<file path="src/shared/ivu_pkg.sv">
// Contract
// - fifteen sources, each with own vector
// - two nested levels; high never preempted
// - global gate low blocks every request
// - main enable bits 6..0 per source
// - extended enable: converter, port lines 8..2
// - enabled port lines wake from power-down
// - each port line has own polarity
// - port flag set by hardware, software clears
// - port level held one machine cycle
// - port request serviced next machine cycle
// - high level wins over simultaneous low
// - fixed polling order breaks equal ties
// - vector table 0003 to 0073 step 8
// - priority bit one means high level
// - polarity bit one means active high
// - flags 8..2 in bits 6..0, bit7 reserved
package ivu_pkg;

    // ----------------------------------------------------------------
    // register addresses
    // ----------------------------------------------------------------
    localparam logic [7:0] ADDR_EN_MAIN  = 8'ha8;
    localparam logic [7:0] ADDR_PRI_MAIN = 8'hb8;
    localparam logic [7:0] ADDR_FLAGS    = 8'hc0;
    localparam logic [7:0] ADDR_EN_EXT   = 8'he8;
    localparam logic [7:0] ADDR_POLARITY = 8'he9;
    localparam logic [7:0] ADDR_PRI_EXT  = 8'hf8;

    // ----------------------------------------------------------------
    // reset values and field positions
    // ----------------------------------------------------------------
    localparam logic [7:0] RST_REG       = 8'h00;
    localparam int         GATE_BIT      = 7;
    localparam int         CONV_BIT      = 7;
    localparam logic [7:0] FLAG_RSVD_MSK = 8'h7f;

    // ----------------------------------------------------------------
    // sources, numbered in vector order
    // ----------------------------------------------------------------
    localparam int N_SRC      = 15;
    localparam int N_FIXED    = 7;
    localparam int N_PORT     = 7;
    localparam int SRC_W      = 4;
    localparam int SRC_PORT0  = 7;
    localparam int SRC_CONV   = 14;

    localparam logic [15:0] VEC_BASE   = 16'h0003;
    localparam int          VEC_SHIFT  = 3;

    localparam int POLL_ORDER [N_SRC] =
        '{0, 5, 10, 1, 6, 11, 2, 7, 12, 3, 8, 13, 4, 9, 14};

    // ----------------------------------------------------------------
    // timing
    // ----------------------------------------------------------------
    localparam int MC_CLKS = 12;

    // ----------------------------------------------------------------
    // carriers
    // ----------------------------------------------------------------
    typedef struct packed {
        logic [7:0] addr;
        logic [7:0] wdata;
        logic       wr;
        logic       rd;
    } ivu_sfr_req_t;

    typedef struct packed {
        logic             valid;
        logic             high;
        logic [SRC_W-1:0] src;
        logic [15:0]      addr;
    } ivu_vec_t;

endpackage

</file>
<file path="src/design/ivu_port_lines.sv">
`timescale 1ns/1ps
module ivu_port_lines
    import ivu_pkg::*;
#(
    parameter int N_LINES = N_PORT,
    parameter int HOLD    = MC_CLKS
) (
    input  wire logic               i_clk_sys,
    input  wire logic               i_resetn,
    input  wire logic [N_LINES-1:0] i_lines,
    input  wire logic [N_LINES-1:0] i_polarity,
    input  wire logic [N_LINES-1:0] i_enable,
    input  wire logic               i_mc_tick,
    input  wire logic               i_flag_we,
    input  wire logic [N_LINES-1:0] i_flag_wdata,
    output logic      [N_LINES-1:0] o_flags,
    output logic      [N_LINES-1:0] o_ripe,
    output logic      [N_LINES-1:0] o_wake
);

    localparam int CW = $clog2(HOLD + 1);

    genvar g;
    generate
        for (g = 0; g < N_LINES; g++) begin : g_line
            logic          meta_q;
            logic          sync_q;
            logic [CW-1:0] hold_q;
            logic          flag_q;
            logic          ripe_q;
            logic          active;
            logic          set;

            // ----------------------------------------------------
            // two-stage synchroniser
            // ----------------------------------------------------
            always_ff @(posedge i_clk_sys or negedge i_resetn) begin
                if (!i_resetn) begin
                    meta_q <= 1'b0;
                    sync_q <= 1'b0;
                end else begin
                    meta_q <= i_lines[g];
                    sync_q <= meta_q;
                end
            end

            assign active = ~(sync_q ^ i_polarity[g]);
            assign set    = active & i_enable[g]
                          & (hold_q >= CW'(HOLD - 1));

            // ----------------------------------------------------
            // level hold counter, saturating
            // ----------------------------------------------------
            always_ff @(posedge i_clk_sys or negedge i_resetn) begin
                if (!i_resetn) begin
                    hold_q <= '0;
                end else if (!active) begin
                    hold_q <= '0;
                end else if (hold_q != CW'(HOLD)) begin
                    hold_q <= hold_q + CW'(1);
                end
            end

            // ----------------------------------------------------
            // sticky flag, set beats software clear
            // ----------------------------------------------------
            always_ff @(posedge i_clk_sys or negedge i_resetn) begin
                if (!i_resetn) begin
                    flag_q <= 1'b0;
                end else if (set) begin
                    flag_q <= 1'b1;
                end else if (i_flag_we) begin
                    flag_q <= i_flag_wdata[g];
                end
            end

            // flag becomes eligible at the next machine cycle
            always_ff @(posedge i_clk_sys or negedge i_resetn) begin
                if (!i_resetn) begin
                    ripe_q <= 1'b0;
                end else if (!flag_q) begin
                    ripe_q <= 1'b0;
                end else if (i_mc_tick) begin
                    ripe_q <= 1'b1;
                end
            end

            assign o_flags[g] = flag_q;
            assign o_ripe[g]  = ripe_q & flag_q;
            assign o_wake[g]  = active & i_enable[g];
        end
    endgenerate

endmodule

</file>
<file path="src/design/ivu_irq_unit.sv">
`timescale 1ns/1ps
module ivu_irq_unit
    import ivu_pkg::*;
#(
    parameter int MC_LEN = MC_CLKS
) (
    input  wire logic                 i_clk_sys,
    input  wire logic                 i_resetn,
    input  wire ivu_sfr_req_t         i_sfr,
    input  wire logic [N_FIXED-1:0]   i_fixed_req,
    input  wire logic                 i_conv_req,
    input  wire logic [N_PORT-1:0]    i_port_line,
    input  wire logic                 i_insn_boundary,
    input  wire logic                 i_vec_ack,
    input  wire logic                 i_reti,
    output ivu_vec_t                  o_vec,
    output logic      [7:0]           o_sfr_rdata,
    output logic                      o_sfr_hit,
    output logic                      o_wake,
    output logic                      o_level_high,
    output logic                      o_level_low
);

    localparam int MCW = $clog2(MC_LEN);

    // ----------------------------------------------------------------
    // declarations
    // ----------------------------------------------------------------
    logic [7:0]         en_main_q;
    logic [7:0]         en_ext_q;
    logic [7:0]         pri_main_q;
    logic [7:0]         pri_ext_q;
    logic [7:0]         polarity_q;
    logic [MCW-1:0]     mc_cnt_q;
    logic               mc_tick_q;
    logic [N_PORT-1:0]  port_flags;
    logic [N_PORT-1:0]  port_ripe;
    logic [N_PORT-1:0]  port_wake;
    logic               flag_we;
    logic [N_SRC-1:0]   req_all;
    logic [N_SRC-1:0]   en_all;
    logic [N_SRC-1:0]   pri_all;
    logic [N_SRC-1:0]   pend;
    logic [N_SRC-1:0]   pend_hi;
    logic [N_SRC-1:0]   pend_lo;
    logic               gate;
    logic               win_any;
    logic               win_high;
    logic [SRC_W-1:0]   win_src;
    logic [SRC_W-1:0]   pick_hi;
    logic [SRC_W-1:0]   pick_lo;
    logic               hi_q;
    logic               lo_q;
    logic               hi_d;
    logic               lo_d;
    ivu_vec_t           vec_q;
    logic [7:0]         rdata_d;
    logic               hit_d;
    logic               wake_q;

    // ----------------------------------------------------------------
    // register writes
    // ----------------------------------------------------------------
    always_ff @(posedge i_clk_sys or negedge i_resetn) begin
        if (!i_resetn) begin
            en_main_q <= RST_REG;
        end else if (i_sfr.wr && i_sfr.addr == ADDR_EN_MAIN) begin
            en_main_q <= i_sfr.wdata;
        end
    end

    always_ff @(posedge i_clk_sys or negedge i_resetn) begin
        if (!i_resetn) begin
            en_ext_q <= RST_REG;
        end else if (i_sfr.wr && i_sfr.addr == ADDR_EN_EXT) begin
            en_ext_q <= i_sfr.wdata;
        end
    end

    always_ff @(posedge i_clk_sys or negedge i_resetn) begin
        if (!i_resetn) begin
            pri_main_q <= RST_REG;
        end else if (i_sfr.wr && i_sfr.addr == ADDR_PRI_MAIN) begin
            pri_main_q <= i_sfr.wdata & FLAG_RSVD_MSK;
        end
    end

    always_ff @(posedge i_clk_sys or negedge i_resetn) begin
        if (!i_resetn) begin
            pri_ext_q <= RST_REG;
        end else if (i_sfr.wr && i_sfr.addr == ADDR_PRI_EXT) begin
            pri_ext_q <= i_sfr.wdata;
        end
    end

    always_ff @(posedge i_clk_sys or negedge i_resetn) begin
        if (!i_resetn) begin
            polarity_q <= RST_REG;
        end else if (i_sfr.wr && i_sfr.addr == ADDR_POLARITY) begin
            polarity_q <= i_sfr.wdata & FLAG_RSVD_MSK;
        end
    end

    assign flag_we = i_sfr.wr && (i_sfr.addr == ADDR_FLAGS);

    // ----------------------------------------------------------------
    // machine cycle strobe
    // ----------------------------------------------------------------
    always_ff @(posedge i_clk_sys or negedge i_resetn) begin
        if (!i_resetn) begin
            mc_cnt_q  <= '0;
            mc_tick_q <= 1'b0;
        end else if (mc_cnt_q == MCW'(MC_LEN - 1)) begin
            mc_cnt_q  <= '0;
            mc_tick_q <= 1'b1;
        end else begin
            mc_cnt_q  <= mc_cnt_q + MCW'(1);
            mc_tick_q <= 1'b0;
        end
    end

    // ----------------------------------------------------------------
    // port line qualification and flags
    // ----------------------------------------------------------------
    ivu_port_lines #(
        .N_LINES (N_PORT),
        .HOLD    (MC_LEN)
    ) u_port_lines (
        .i_clk_sys    (i_clk_sys),
        .i_resetn     (i_resetn),
        .i_lines      (i_port_line),
        .i_polarity   (polarity_q[N_PORT-1:0]),
        .i_enable     (en_ext_q[N_PORT-1:0]),
        .i_mc_tick    (mc_tick_q),
        .i_flag_we    (flag_we),
        .i_flag_wdata (i_sfr.wdata[N_PORT-1:0]),
        .o_flags      (port_flags),
        .o_ripe       (port_ripe),
        .o_wake       (port_wake)
    );

    // power-down wake from any enabled, active port line
    always_ff @(posedge i_clk_sys or negedge i_resetn) begin
        if (!i_resetn) begin
            wake_q <= 1'b0;
        end else begin
            wake_q <= |port_wake;
        end
    end

    // ----------------------------------------------------------------
    // source vectors in vector order
    // ----------------------------------------------------------------
    assign req_all = {i_conv_req, port_ripe, i_fixed_req};
    assign en_all  = {en_ext_q[CONV_BIT], en_ext_q[N_PORT-1:0],
                      en_main_q[N_FIXED-1:0]};
    assign pri_all = {pri_ext_q[CONV_BIT], pri_ext_q[N_PORT-1:0],
                      pri_main_q[N_FIXED-1:0]};
    assign gate    = en_main_q[GATE_BIT];

    assign pend    = gate ? (req_all & en_all) : '0;
    assign pend_hi = pend & pri_all;
    assign pend_lo = pend & ~pri_all;

    // ----------------------------------------------------------------
    // polling order search
    // ----------------------------------------------------------------
    function automatic logic [SRC_W-1:0] first_polled(
        input logic [N_SRC-1:0] m
    );
        logic [SRC_W-1:0] pick;
        logic             found;
        pick  = '0;
        found = 1'b0;
        for (int i = 0; i < N_SRC; i++) begin
            if (!found && m[POLL_ORDER[i]]) begin
                pick  = SRC_W'(POLL_ORDER[i]);
                found = 1'b1;
            end
        end
        return pick;
    endfunction

    assign pick_hi = first_polled(pend_hi);
    assign pick_lo = first_polled(pend_lo);

    // ----------------------------------------------------------------
    // winner under the nesting state
    // ----------------------------------------------------------------
    always_comb begin
        win_any  = 1'b0;
        win_high = 1'b0;
        win_src  = '0;
        if (hi_q) begin
            win_any = 1'b0;
        end else if (|pend_hi) begin
            win_any  = 1'b1;
            win_high = 1'b1;
            win_src  = pick_hi;
        end else if (!lo_q && |pend_lo) begin
            win_any  = 1'b1;
            win_high = 1'b0;
            win_src  = pick_lo;
        end
    end

    // ----------------------------------------------------------------
    // vector offer to the core
    // ----------------------------------------------------------------
    always_ff @(posedge i_clk_sys or negedge i_resetn) begin
        if (!i_resetn) begin
            vec_q <= '0;
        end else if (vec_q.valid) begin
            if (i_vec_ack) begin
                vec_q.valid <= 1'b0;
            end
        end else if (i_insn_boundary && win_any) begin
            vec_q.valid <= 1'b1;
            vec_q.high  <= win_high;
            vec_q.src   <= win_src;
            vec_q.addr  <= VEC_BASE
                         + (16'(win_src) << VEC_SHIFT);
        end
    end

    // ----------------------------------------------------------------
    // active level record
    // ----------------------------------------------------------------
    always_comb begin
        hi_d = hi_q;
        lo_d = lo_q;
        if (i_reti) begin
            if (hi_q) begin
                hi_d = 1'b0;
            end else begin
                lo_d = 1'b0;
            end
        end
        if (vec_q.valid && i_vec_ack) begin
            if (vec_q.high) begin
                hi_d = 1'b1;
            end else begin
                lo_d = 1'b1;
            end
        end
    end

    always_ff @(posedge i_clk_sys or negedge i_resetn) begin
        if (!i_resetn) begin
            hi_q <= 1'b0;
            lo_q <= 1'b0;
        end else begin
            hi_q <= hi_d;
            lo_q <= lo_d;
        end
    end

    // ----------------------------------------------------------------
    // register reads
    // ----------------------------------------------------------------
    always_comb begin
        rdata_d = 8'h00;
        hit_d   = 1'b1;
        case (i_sfr.addr)
            ADDR_EN_MAIN:  rdata_d = en_main_q;
            ADDR_EN_EXT:   rdata_d = en_ext_q;
            ADDR_PRI_MAIN: rdata_d = pri_main_q;
            ADDR_PRI_EXT:  rdata_d = pri_ext_q;
            ADDR_POLARITY: rdata_d = polarity_q;
            ADDR_FLAGS:    rdata_d = {1'b0, port_flags};
            default:       hit_d   = 1'b0;
        endcase
    end

    always_ff @(posedge i_clk_sys or negedge i_resetn) begin
        if (!i_resetn) begin
            o_sfr_rdata <= 8'h00;
            o_sfr_hit   <= 1'b0;
        end else if (i_sfr.rd) begin
            o_sfr_rdata <= rdata_d;
            o_sfr_hit   <= hit_d;
        end else begin
            o_sfr_hit   <= 1'b0;
        end
    end

    // ----------------------------------------------------------------
    // outputs
    // ----------------------------------------------------------------
    assign o_vec        = vec_q;
    assign o_wake       = wake_q;
    assign o_level_high = hi_q;
    assign o_level_low  = lo_q;

endmodule

</file>
<file path="config.mk">
export PLATFORM = sky130hd
export DESIGN_NAME = ivu_irq_unit
export DESIGN_NICKNAME = d
export VERILOG_FILES = /design/src/shared/ivu_pkg.sv /design/src/design/ivu_port_lines.sv /design/src/design/ivu_irq_unit.sv
export SDC_FILE = /design/constraint.sdc
export NUM_CORES = 1
export LEC_CHECK = 0
export BUFFER_PORTS_ARGS = -buffer_cell sky130_fd_sc_hd__buf_2
export CORE_MARGIN = 2
export CORE_UTILIZATION = 50
export CTS_CLUSTER_SIZE = 25
export DETAILED_ROUTE_END_ITERATION = 7
export PLACE_DENSITY = 0.76
export SYNTH_ARGS = -nofsm -noshare
export SYNTH_HDL_FRONTEND = slang
export SYNTH_HIERARCHICAL = 1
export SYNTH_SLANG_ARGS = --single-unit
</file>
<file path="constraint.sdc">
create_clock -name i_clk_sys -period 2.12 [get_ports i_clk_sys]
set_input_delay 0.106 -clock i_clk_sys [delete_from_list [all_inputs] [get_ports i_clk_sys]]
set_output_delay 0.106 -clock i_clk_sys [all_outputs]
set_load 0.01 [all_outputs]
</file>
### Yosys cells after proc, flatten, opt, wreduce, memory -nomap -nowiden

Cells that the tools add are included.

| cells by class | value |
|---|---|
| equality and inequality tests | 21 |
| add/subtract/negate cells | 9 |
| magnitude comparators | 7 |
| multiplexer cells | 116 |
| bitwise operators | 40 |
| reductions and logical operators | 85 |

Operators with widths:

| kind | number |
|---|---|
| 2-to-1 mux 4 bit | 44 |
| 2-to-1 mux 1 bit | 67 |
| equality test 8 bit (second input constant) | 6 |
| one-hot mux 8 bit (6 select lines) | 1 |
| bitwise AND 15 bit | 3 |
| logical AND 1 bit | 37 |
| adder 4 x 1 -> 4 bit (second input constant) | 8 |
| OR reduction 15 bit | 2 |
| logical NOT 1 bit | 29 |
| >= comparator 4 bit (second input constant) | 7 |
| != test 4 bit (second input constant) | 7 |
| nonzero test 2 bit | 14 |
| 2-to-1 mux 22 bit | 1 |
| bitwise AND 1 bit | 21 |
| 2-to-1 mux 15 bit | 1 |
| inverter 15 bit | 1 |
| != test 2 bit (second input constant) | 7 |
| adder 2 x 7 -> 8 bit (first input constant) | 1 |
| inverter 1 bit | 8 |
| OR reduction 7 bit | 1 |
| bitwise XOR 1 bit | 7 |
| 2-to-1 mux 3 bit | 2 |
| OR reduction 6 bit | 1 |
| equality test 4 bit (second input constant) | 1 |
| AND reduction 2 bit | 1 |

| storage, ports and cells | value |
|---|---|
| bits in registers | 133 |
| input port bits | 38 |
| logic and storage cells | 329 |
| output and inout bits | 34 |

### Depth between registers and ports, before layout

Gate-level depths: netlist of the first run.

| logic depth | value |
|---|---|
| depth in word-level cells | 53 |
| depth in mapped cells | 9 |
| depth with buffers taken out | 7 |

### Hierarchy

Netlist of the first run, hierarchy kept.

Modules (own cells, without submodules):

| module | area an instance (µm²) | seq. area each (µm²) | cells each | instances |
|---|---|---|---|---|
| ivu_irq_unit | 3,637.2 | 1,551.5 | 320 | 1 |
| ivu_port_lines | 2,612.5 | 1,401.3 | 236 | 1 |

### Worst setup path after synthesis of the first run

No wires, ideal clock.

| timing path | value |
|---|---|
| path type | flip-flop to flip-flop |
| start | reg en_main_q[7] |
| end | reg vec_q, in the netlist o_vec[17] |
| clock period less this slack | 1.908 ns |
| path slack | 0.212 ns |
| stages on the path, launching flop included | 9 |
| arrival time | 1.775 ns |
| cells stage by stage | dfrtp_1 buf_6 buf_12 buf_8 a41oi_2 and4b_4 nand3_2 a2111oi_0 o2bb2ai_1 |

| on the way | value |
|---|---|
| word-level cells in the longest chain between the ends | 48 |
| elaborated cells between the ends (all ways) | 124 |

Ends and longest elaborated chain:

| what | RTL line | source |
|---|---|---|
| start: declaration | ivu_irq_unit.sv:29 | `logic [7:0] en_main_q;` |
| start signal: assignment | ivu_irq_unit.sv:68 | `en_main_q <= i_sfr.wdata;` |
| 2-to-1 mux 15 bit (*) | ivu_irq_unit.sv:161 | `assign pend = gate ? (req_all & en_all) : '0;` |
| bitwise AND 15 bit | ivu_irq_unit.sv:163 | `assign pend_lo = pend & ~pri_all;` |
| 2-to-1 mux 1 bit | ivu_irq_unit.sv:176 | `if (!found && m[POLL_ORDER[i]]) begin` |
| logical NOT 1 bit | ivu_irq_unit.sv:176 |  |
| logical AND 1 bit | ivu_irq_unit.sv:176 |  |
| 2-to-1 mux 1 bit | ivu_irq_unit.sv:176 |  |
| logical NOT 1 bit | ivu_irq_unit.sv:176 |  |
| logical AND 1 bit | ivu_irq_unit.sv:176 |  |
| [32 not listed] | n/a |  |
| logical AND 1 bit | ivu_irq_unit.sv:176 |  |
| 2-to-1 mux 1 bit | ivu_irq_unit.sv:176 |  |
| logical NOT 1 bit | ivu_irq_unit.sv:176 |  |
| logical AND 1 bit | ivu_irq_unit.sv:176 |  |
| 2-to-1 mux 4 bit | ivu_irq_unit.sv:176 |  |
| 2-to-1 mux 4 bit | ivu_irq_unit.sv:200 | `end else if (!lo_q && \|pend_lo) begin` |
| 2-to-1 mux 4 bit | ivu_irq_unit.sv:196 | `end else if (\|pend_hi) begin` |
| 2-to-1 mux 4 bit | ivu_irq_unit.sv:194 | `if (hi_q) begin` |
| end: declaration | ivu_irq_unit.sv:56 | `ivu_vec_t vec_q;` |

Every way passes the cells marked *; elsewhere a longest branch is shown, timed or not.
A chain may end at the register's enable or synchronous reset.

### Final worst setup path of the first run

Ends and elaborated chain as after synthesis.

==> results of run 1 <==
placed cells by master, fill, tap and decap left out, types with 8 or more instances in the layout:
master	n
dfrtp_1	117
buf_2	61
mux2_2	39
buf_4	36
inv_1	35
nor2_1	34
nand2_1	29
nand3_1	26
o21ai_0	17
clkbuf_16	17
nor3_1	16
mux2i_1	15
ha_1	15
a21oi_1	14
dlygate4sd3_1	14
a31oi_1	11
conb_1	10
and2_1	9
nand4_1	9
o22ai_1	9
xnor2_1	8
nor3b_1	8
o21a_1	8
worst min path at each step:
stage                               end  slack, ps  cells after the start
after floorplan             en_ext_q[0]       -190                      0
after global routing      pri_main_q[2]         20                      2
final                      en_main_q[4]         20                      2
after CTS                 pri_main_q[0]          1                      2
after global placement     o_level_high        100                      1
after detailed placement   o_level_high        100                      1
kinds of logic after synthesis:
logic type | after synthesis | synth area share, %
other cells | 1 | 0.0600
xor+xnor | 15 | 2.46
compound gates | 104 | 12.3
buf+inv | 66 | 6.03
mux | 61 | 12.0
simple gates | 176 | 16.9
flops | 118 | 47.2
fa+ha+maj | 15 | 3.00
through the flow:
step | cell area (um2) | cells | total power, uW
floorplan | 6280 | 565 | 2940
global placement | 6830 | 796 | 3110
detailed placement | 6830 | 796 | 3160
CTS | 7590 | 843 | 6060
global route | 7750 | 851 | 6270
finish | 7750 | 851 | 6030
cell type report:
cell class              instances  area, um2
well taps                     168        210
fillers                       941       4360
clock inverters                10        128
clock buffers                  22        464
flip-flops and latches        118       2950
repair buffers                117        801
inverters                      35        131
multi-input cells             381       3060
flip-flops by register name, summed over array words and instances, names as in the netlist:
| register | cells |
|---|---|
| mc_cnt_q | 4 |
| u_port_lines/g_line.ripe_q | 7 |
| o_wake | 1 |
| o_sfr_rdata | 8 |
| o_sfr_hit | 1 |
| pri_ext_q | 8 |
| u_port_lines/g_line.sync_q | 7 |
| o_vec | 7 |
| u_port_lines/g_line.meta_q | 7 |
| o_level_high | 1 |
| en_ext_q | 8 |
| mc_tick_q | 1 |
| pri_main_q | 7 |
| u_port_lines/g_line.flag_q | 7 |
| u_port_lines/g_line.hold_q | 28 |
| en_main_q | 8 |
| o_level_low | 1 |
| polarity_q | 7 |
per-layer routing:
layer | wire length [um] | vias up
li1 | - | 2252
met1 | 6700 | 2513
met2 | 7730 | 177
met3 | 841 | 30
met4 | 351 | 0
met5 | 0 | -
report_power, final:
group	switching, uW	internal, uW	total [uW]
Clock	970	1890	2860
Combinational	331	287	618
Sequential	157	2390	2550
Total	1460	4570	6030
repair_timing:
action | in CTS | in global routing
cloned | 0 | 1
hold buffers | 14 | 0
setup buffers | 1 | 7
pin swaps | 0 | 9
hold endpoints to repair | 52 | 0
resized for setup | 5 | 20
endpoints found under the setup margin | 4 | 6
==> results.py, run 1 <==
metrics = {
    "status": {
        "outcome": "complete, but fails checks",
        "violations": "negative setup slack",
    },
    "clocking": {
        "numCtsBuffers": 17,
        "cts_num_sinks": 118,
        "clk_latency_ps": 410,
        "ctsLongestPathBuffers": 2,
        "htree_levels": 4,
        "cts_tree": "done",
        "clk_pin_slew_worst_paths_ps": 50,
        "cts_root_buf": "clkbuf_16",
    },
    "sta": {
        "relSlewSlack_pct": 48.3,
        "finalWorstSetupSlack_ps": -11.8,
        "rsz0062_at_grt": "yes",
        "slew_viol_final": 0,
        "setup_violations": 2,
        "period_share_pct": 101,
        "hold_violations": 0,
        "worst_pin_slew_ps": 774,
        "skew_ps": 6.16,
        "min_period_ps": 2130,
        "max_freq_mhz": 469,
        "whs_ps": 20.6,
        "setup-tns-final_ps": -12.5,
    },
    "worst_setup_path": {
        "crit_family": "simple AND/OR/NAND/NOR gates",
        "path_cells": "buf_6 -> and4b_2 -> nor3_4 -> and4b_2 -> nor4b_4 -> buf_6 -> a2111oi_4 -> o2bb2ai_1",
        "r2r-end": "o_vec[17]",
        "rrSetupSlack_ps": -10,
        "cp-startpoint": "en_main_q[7]",
        "slowest_stage": "dfrtp_2",
        "worst_ep_required_time_ps": 2450,
        "ff2ff_path_depth": 8,
        "path_buf_inv": 2,
        "endpoint": "o_vec[17]",
        "crit_path_end_kind": "flop",
        "worst-endpoint-arrival_ps": 2460,
        "start_kind": "flop",
        "crit_fanout": 5,
        "max_stage_delay_ps": 440,
        "critical_path_depth": 8,
        "critPathKind": "flop to flop",
        "r2r_start": "en_main_q[7]",
    },
    "grt": {
        "overflow": 0,
        "grt_pass1_vias": 4818,
        "grt_first_pass_wirelength_mm": 24.5,
        "use_met1_pct": 31.5,
        "grt_use_met3_pct": 5.07,
        "grt_max_degree": 49,
        "grt.total_usage_pct": 24.1,
        "antenna_found_initial": 0,
        "grt_use_met2_pct": 39.6,
        "top_usage_layer": "met2",
    },
    "floorplan": {
        "die_w_um": 116,
        "die_h_um": 116,
        "num_rows": 40,
        "core_mm2": 0.0121,
        "ios": 72,
        "die-area_mm2": 0.0134,
        "start_util_pct": 51.6,
    },
    "synth": {
        "yosys_warnings": 6,
        "syn_area_per_cell_um2": 11.2,
        "synth_area_leader_cell": "dfrtp_1",
        "syn_area_mm2": 0.00625,
        "ys_seq_area_share_pct": 47.2,
        "synth_top_flop_cell": "dfrtp_1",
        "synth_most_common_cell": "dfrtp_1",
        "ys_ff_latch": 118,
        "synthCells": 556,
        "yosys-top-cells-area": "dfrtp_1 47%, mux2_2 7.0%, ha_1 3.0%, buf_4 2.6%, mux4_2 2.5%",
        "synth_top_area_share_pct": 47.2,
        "synth_cell_types": 67,
        "synthTopCellsByCount": "118 x dfrtp_1, 39 x mux2_2, 35 x inv_1, 35 x nor2_1, 29 x nand2_1",
        "async_flop_share_pct": 100,
        "synth-edff-count": 0,
    },
    "route": {
        "drt_pass1_iterations": 4,
        "avgRoutedWirePerCell_um": 18.4,
        "vias": 4972,
        "vias_per_cell": 5.84,
        "drtIter0Drc": 335,
        "ant_nets": 0,
        "route.detailed.drc": 0,
        "wl_mm": 15.6,
    },
    "placement": {
        "gp_congestion": 0.905,
        "io_buffers": 61,
        "pre_cts_ws_ps": -79.2,
        "dp_hpwl_mm": 11.1,
    },
    "min_path": {
        "worstHoldStart": "i_sfr[6]",
        "hold_class": "input port to flop",
    },
    "power_and_ir_drop": {
        "vdd_drop_max_uv": 598,
        "p_leak_uw": 0.00361,
        "pwr_density_cell_mw_per_mm2": 779,
    },
    "finish": {
        "postLayoutCoreUtil_pct": 64.0,
        "antennaDiodeCount": 0,
        "drive_above_1_share_pct": 31.6,
        "area_growth_pct": 24.0,
        "nets": 723,
    },
    "flow_run": {
        "drv_cap": 0,
    },
}
Note: power is estimated with default switching activity, not from simulation.
==> inputs of run 2 (changes only) <==
--- a/config.mk
+++ b/config.mk
@@ -11,6 +11,7 @@
 export CTS_CLUSTER_SIZE = 25
 export DETAILED_ROUTE_END_ITERATION = 7
 export PLACE_DENSITY = 0.76
+export SETUP_SLACK_MARGIN = 0.05
 export SYNTH_ARGS = -nofsm -noshare
 export SYNTH_HDL_FRONTEND = slang
 export SYNTH_HIERARCHICAL = 1
==> results.py, run 2 (synthesis gave the netlist of run 1 again) <==
metrics = {
    "sta": {
        "slew_viol_final": 0,
        "rsz0062_at_grt": "yes",
        "skew_ps": 11.0,
        "worst_pin_slew_ps": 703,
        "setup_violations": 1,
        "relSlewSlack_pct": 53.0,
        "min_period_ps": 2140,
        "max_freq_mhz": 468,
        "period_share_pct": 101,
        "setup-tns-final_ps": -17.2,
        "finalWorstSetupSlack_ps": -17.2,
        "hold_violations": 0,
    },
    "worst_setup_path": {
        "critPathMostFrequentCell": "and4b_2",
        "r2r_start": "u_port_lines/g_line[3].flag_q",
        "slowest_stage": "dfrtp_1",
        "crit_fanout": 5,
        "worst-endpoint-arrival_ps": 2460,
        "critPathKind": "flop to flop",
        "start_kind": "flop",
        "path_cells": "and2_4 -> and4b_2 -> nor3_4 -> and4b_2 -> nor4b_4 -> buf_6 -> a2111oi_4 -> o2bb2ai_1",
        "crit_path_end_kind": "flop",
        "worst_ep_required_time_ps": 2440,
        "max_stage_delay_ps": 400,
        "ff2ff_path_depth": 8,
        "r2r-end": "o_vec[17]",
        "rrSetupSlack_ps": -20,
    },
    "flow_run": {
        "drv_cap": 0,
    },
    "route": {
        "drtIter0Drc": 300,
        "avgRoutedWirePerCell_um": 18.4,
        "vias": 4977,
        "route.detailed.drc": 0,
        "wl_mm": 15.6,
        "vias_per_cell": 5.85,
        "drt_pass1_iterations": 4,
        "ant_nets": 0,
    },
    "finish": {
        "nets": 723,
        "largest_reg_flops": 28,
        "fill_cells": 941,
        "drive_above_1_share_pct": 31.8,
        "mostFrequentLayoutCells": "117 x dfrtp_1, 61 x buf_2, 39 x mux2_2",
        "multi_input_area_mm2": 0.00308,
        "seqCellArea_mm2": 0.00295,
        "area_growth_pct": 24.2,
        "largest-register": "u_port_lines/g_line.hold_q",
        "postLayoutCoreUtil_pct": 64.1,
        "antennaDiodeCount": 0,
        "layout_commonest_cell": "dfrtp_1",
    },
    "clocking": {
        "cts_num_sinks": 118,
        "ctsLongestPathBuffers": 2,
        "cts_tree": "done",
        "numCtsBuffers": 17,
        "clk_pin_slew_worst_paths_ps": 60,
        "htree_levels": 4,
        "clk_latency_ps": 420,
        "cts_root_buf": "clkbuf_16",
    },
    "min_path": {
        "min_delay_worst_endpoint": "pri_main_q[2]",
        "whs_path_depth": 2,
        "hold_class": "input port to flop",
        "worstHoldStart": "i_sfr[4]",
    },
    "status": {
        "violations": "negative setup slack",
        "outcome": "complete, but fails checks",
    },
    "floorplan": {
        "ios": 72,
        "core_mm2": 0.0121,
        "die_h_um": 116,
        "die_w_um": 116,
        "start_util_pct": 51.6,
        "die-area_mm2": 0.0134,
        "num_rows": 40,
    },
    "grt": {
        "grt.total_usage_pct": 24.1,
        "antenna_found_initial": 0,
        "grt_pass1_vias": 4815,
        "grt_first_pass_wirelength_mm": 24.5,
        "overflow": 0,
        "grt_max_degree": 49,
    },
    "placement": {
        "gp_congestion": 0.905,
        "io_buffers": 61,
        "dp_hpwl_mm": 11.1,
    },
    "power_and_ir_drop": {
        "vdd_drop_max_uv": 600,
        "p_leak_uw": 0.00362,
        "pwr_density_cell_mw_per_mm2": 778,
    },
}
[run 2: per-layer routing]
metal,vias up,track usage [%],wire (um)
li1,2258,-,-
met5,-,0,0
met2,198,39.5,7680
met1,2495,31.5,6770
met3,26,5.07,845
met4,0,9.84,322
[run 2: through the flow]
| stage | cells | worst slack [ps] | hold WS, ps | area (um2) | total power [uW] |
|---|---|---|---|---|---|
| 4_1_cts | 843 | 45.1 | 1.39 | 7600 | 6060 |
| 5_1_grt | 851 | -95.7 | 15.8 | 7760 | 6270 |
| 3_5_place_dp | 796 | -79.2 | 101 | 6830 | 3160 |
| 6_report | 851 | -17.2 | 18.8 | 7760 | 6040 |
| 3_3_place_gp | 796 | -10.4 | 103 | 6830 | 3110 |
| 2_1_floorplan | 565 | 212 | -190 | 6280 | 2940 |
[run 2: timing repair]
action,CTS,global route
endpoints found under the setup margin,5,6
setup buffers,1,7
gates cloned,0,1
hold endpoints to repair,52,0
resized for setup,7,21
pin swaps,2,10
hold buffers,14,0
[run 2: how the worst max path moves through the flow]
| stage | depth (start not counted) | to | startpoint |
|---|---|---|---|
| after floorplan | 8 | o_vec[17] | en_main_q[7] |
| after global placement | 7 | o_vec[18] | en_main_q[7] |
| after detailed placement | 7 | o_vec[18] | en_main_q[7] |
| after CTS | 7 | o_vec[19] | en_main_q[7] |
| after global routing | 8 | o_vec[17] | u_port_lines/g_line[3].flag_q |
| final | 8 | o_vec[17] | u_port_lines/g_line[3].flag_q |
[run 2: power breakdown]
group	switching (uW)	total, uW	leakage [uW]	internal, uW
sequential	158	2550	0.00151	2390
combinational	332	622	0.00181	290
clock	976	2870	0.000293	1890
[run 2: area by class of cell]
class | instances | area share (%)
multi-input combinational | 381 | 39.6
clock buffer | 22 | 5.98
sequential | 118 | 38.0
clock inverter | 10 | 1.64
timing repair buffer | 117 | 10.3
inverter | 35 | 1.69
tap | 168 | 2.71
[run 2: worst max-delay path: cells and delay by family, from the launching register on]
kind	cells	cell delay, ps
AND/OR/NAND/NOR	5	1200
flip-flops	1	400
AO/OA/AOI/OAI	2	260
buffers and inverters	1	170
==> inputs of run 3 (changes only) <==
--- a/config.mk
+++ b/config.mk
@@ -8,6 +8,7 @@
 export BUFFER_PORTS_ARGS = -buffer_cell sky130_fd_sc_hd__buf_2
 export CORE_MARGIN = 2
 export CORE_UTILIZATION = 50
+export CTS_BUF_LIST = sky130_fd_sc_hd__clkbuf_4
 export CTS_CLUSTER_SIZE = 25
 export DETAILED_ROUTE_END_ITERATION = 7
 export PLACE_DENSITY = 0.76
==> constraint.sdc (replaced) <==
create_clock -name i_clk_sys -period 2.12 [get_ports i_clk_sys]
set_input_delay 0.53 -clock i_clk_sys [delete_from_list [all_inputs] [get_ports i_clk_sys]]
set_output_delay 0.53 -clock i_clk_sys [all_outputs]
set_load 0.01 [all_outputs]
==> results.py, run 3 (synthesis gave the netlist of run 1 again) <==
metrics = {
    "floorplan": {
        "die-area_mm2": 0.0134,
        "start_util_pct": 51.6,
        "core_mm2": 0.0121,
        "ios": 72,
        "die_h_um": 116,
        "die_w_um": 116,
        "num_rows": 40,
    },
    "finish": {
        "area_growth_pct": 18.3,
        "fill_cells": 987,
        "nets": 717,
        "mostFrequentLayoutCells": "118 x dfrtp_1, 60 x buf_2, 42 x buf_4",
        "drive_above_1_share_pct": 32.2,
        "largest_reg_flops": 28,
        "largest-register": "u_port_lines/g_line.hold_q",
        "stdcell_count": 846,
        "layout_commonest_cell": "dfrtp_1",
        "postLayoutCoreUtil_pct": 61.1,
    },
    "power_and_ir_drop": {
        "p_leak_uw": 0.00347,
        "p_clk_share_pct": 37.8,
        "vdd_drop_max_uv": 358,
        "switchingPower_uw": 1340,
        "pwr_density_cell_mw_per_mm2": 681,
        "intPower_uw": 3700,
        "power_frac_seq_pct": 50.4,
        "swShare_pct": 26.6,
        "power_uw": 5030,
        "pwr-share-comb_pct": 11.8,
    },
    "worst_setup_path": {
        "rrSetupSlack_ps": 30,
        "critPathKind": "flop to flop",
        "worst-endpoint-arrival_ps": 2560,
        "ff2ff_path_depth": 7,
        "worst_ep_required_time_ps": 2590,
        "crit_family": "simple AND/OR/NAND/NOR gates",
        "path_buf_inv": 1,
        "path_cells": "buf_6 -> and4b_2 -> nor3_4 -> and4b_2 -> nor4b_4 -> a2111oi_2 -> o2bb2ai_1",
        "crit_fanout": 10,
        "max_stage_delay_ps": 420,
        "crit_path_end_kind": "flop",
        "critical_path_depth": 7,
        "slowest_stage": "dfrtp_1",
        "critPathMostFrequentCell": "and4b_2",
        "start_kind": "flop",
    },
    "route": {
        "vias_per_cell": 5.70,
        "drtIter0Drc": 258,
        "vias": 4820,
        "route.detailed.drc": 0,
        "avgRoutedWirePerCell_um": 17.4,
        "wl_mm": 14.7,
        "drt_pass1_iterations": 5,
        "ant_nets": 0,
    },
    "clocking": {
        "ctsLongestPathBuffers": 2,
        "clk_latency_ps": 560,
        "numCtsBuffers": 17,
        "clk_pin_slew_worst_paths_ps": 110,
        "cts_num_sinks": 118,
        "htree_levels": 4,
        "cts_root_buf": "clkbuf_4",
        "cts_tree": "done",
    },
    "grt": {
        "grt_pass1_vias": 4845,
        "antenna_found_initial": 1,
        "overflow": 0,
        "grt_max_degree": 46,
        "grt.total_usage_pct": 23.7,
        "grt_first_pass_wirelength_mm": 24.1,
    },
    "sta": {
        "setup_violations": 0,
        "relSlewSlack_pct": 64.9,
        "min_period_ps": 2090,
        "hold_violations": 0,
        "finalWorstSetupSlack_ps": 31.5,
        "setup-tns-final_ps": 0,
        "skew_ps": 16.3,
        "period_share_pct": 98.5,
        "slew_viol_final": 0,
        "rsz0062_at_grt": "yes",
        "max_freq_mhz": 479,
        "worst_pin_slew_ps": 524,
    },
    "flow_run": {
        "drv_cap": 0,
    },
    "placement": {
        "dp.cells": 810,
        "dp_hpwl_mm": 10.9,
        "gp_congestion": 0.860,
        "pre_cts_ws_ps": -61.9,
        "io_buffers": 61,
    },
    "min_path": {
        "hold_class": "input port to flop",
        "whs_path_depth": 1,
    },
    "status": {
        "outcome": "complete, no violations",
    },
}
run 3: changes by cell type in the layout (fill, tap and decap cells not counted), moves of 3 or more:
cell	change
clkbuf_16	-17
buf_4	+6
a2111oi_4	-3
a2111oi_2	+3
clkbuf_4	+17
clkbuf_1	-3
dlygate4sd3_1	-13
buf_12	+3
run 3: timing repair:
item	in CTS	in global routing
hold endpoints to repair	33	0
pin swaps	3	4
resized for setup	11	3
hold buffers	1	0
endpoints found under the setup margin	6	6
setup buffers	1	1
run 3: worst paths after layout:
| check | start | to |
|---|---|---|
| hold / removal | i_port_line[3] | u_port_lines/g_line[3].meta_q |
| hold reg to reg | u_port_lines/g_line[4].meta_q | u_port_lines/g_line[4].sync_q |
| min in group asynchronous | i_resetn | u_port_lines/g_line[2].flag_q |
| setup / recovery | en_main_q[7] | o_vec[18] |
| max in group asynchronous | i_resetn | en_ext_q[7] |
| setup reg to reg | en_main_q[7] | o_vec[18] |
run 3: cell type report:
| class | instances | area (um2) | area share [%] |
|---|---|---|---|
| sequential | 118 | 2950 | 39.9 |
| inverter | 35 | 131 | 1.78 |
| tap | 168 | 210 | 2.84 |
| clock inverter | 15 | 210 | 2.84 |
| multi-input combinational | 381 | 3000 | 40.6 |
| antenna | 1 | 2.50 | 0.0338 |
| clock buffer | 17 | 128 | 1.73 |
| timing repair buffer | 111 | 759 | 10.3 |
run 3: metal layers:
| layer | vias up | wire length (um) | track usage [%] |
|---|---|---|---|
| met5 | - | 0 | 0 |
| met4 | 0 | 376 | 10.1 |
| met3 | 27 | 691 | 5.60 |
| met2 | 159 | 7100 | 38.1 |
| met1 | 2401 | 6540 | 31.0 |
| li1 | 2233 | - | - |
run 3: through the flow:
step                area (um2)  hold slack [ps]
floorplan                 6280              234
global placement          6970              334
detailed placement        6970              335
CTS                       7380             50.5
global route              7390             42.1
finish                    7390             76.0
run 3: power by group through the flow:
stage	Clock [uW]	Sequential [uW]	Combinational, uW
after floorplan	0	2550	390
final	1900	2540	594
after global placement	0	2560	558
after CTS	1940	2540	596
after global routing	2050	2560	666
after detailed placement	0	2580	587
run 3: worst reg2reg max path, cell delays in order (launching register included):
cell,delay (ps)
dfrtp_1,420
buf_6,150
and4b_2,240
nor3_4,240
and4b_2,320
nor4b_4,340
a2111oi_2,130
o2bb2ai_1,180
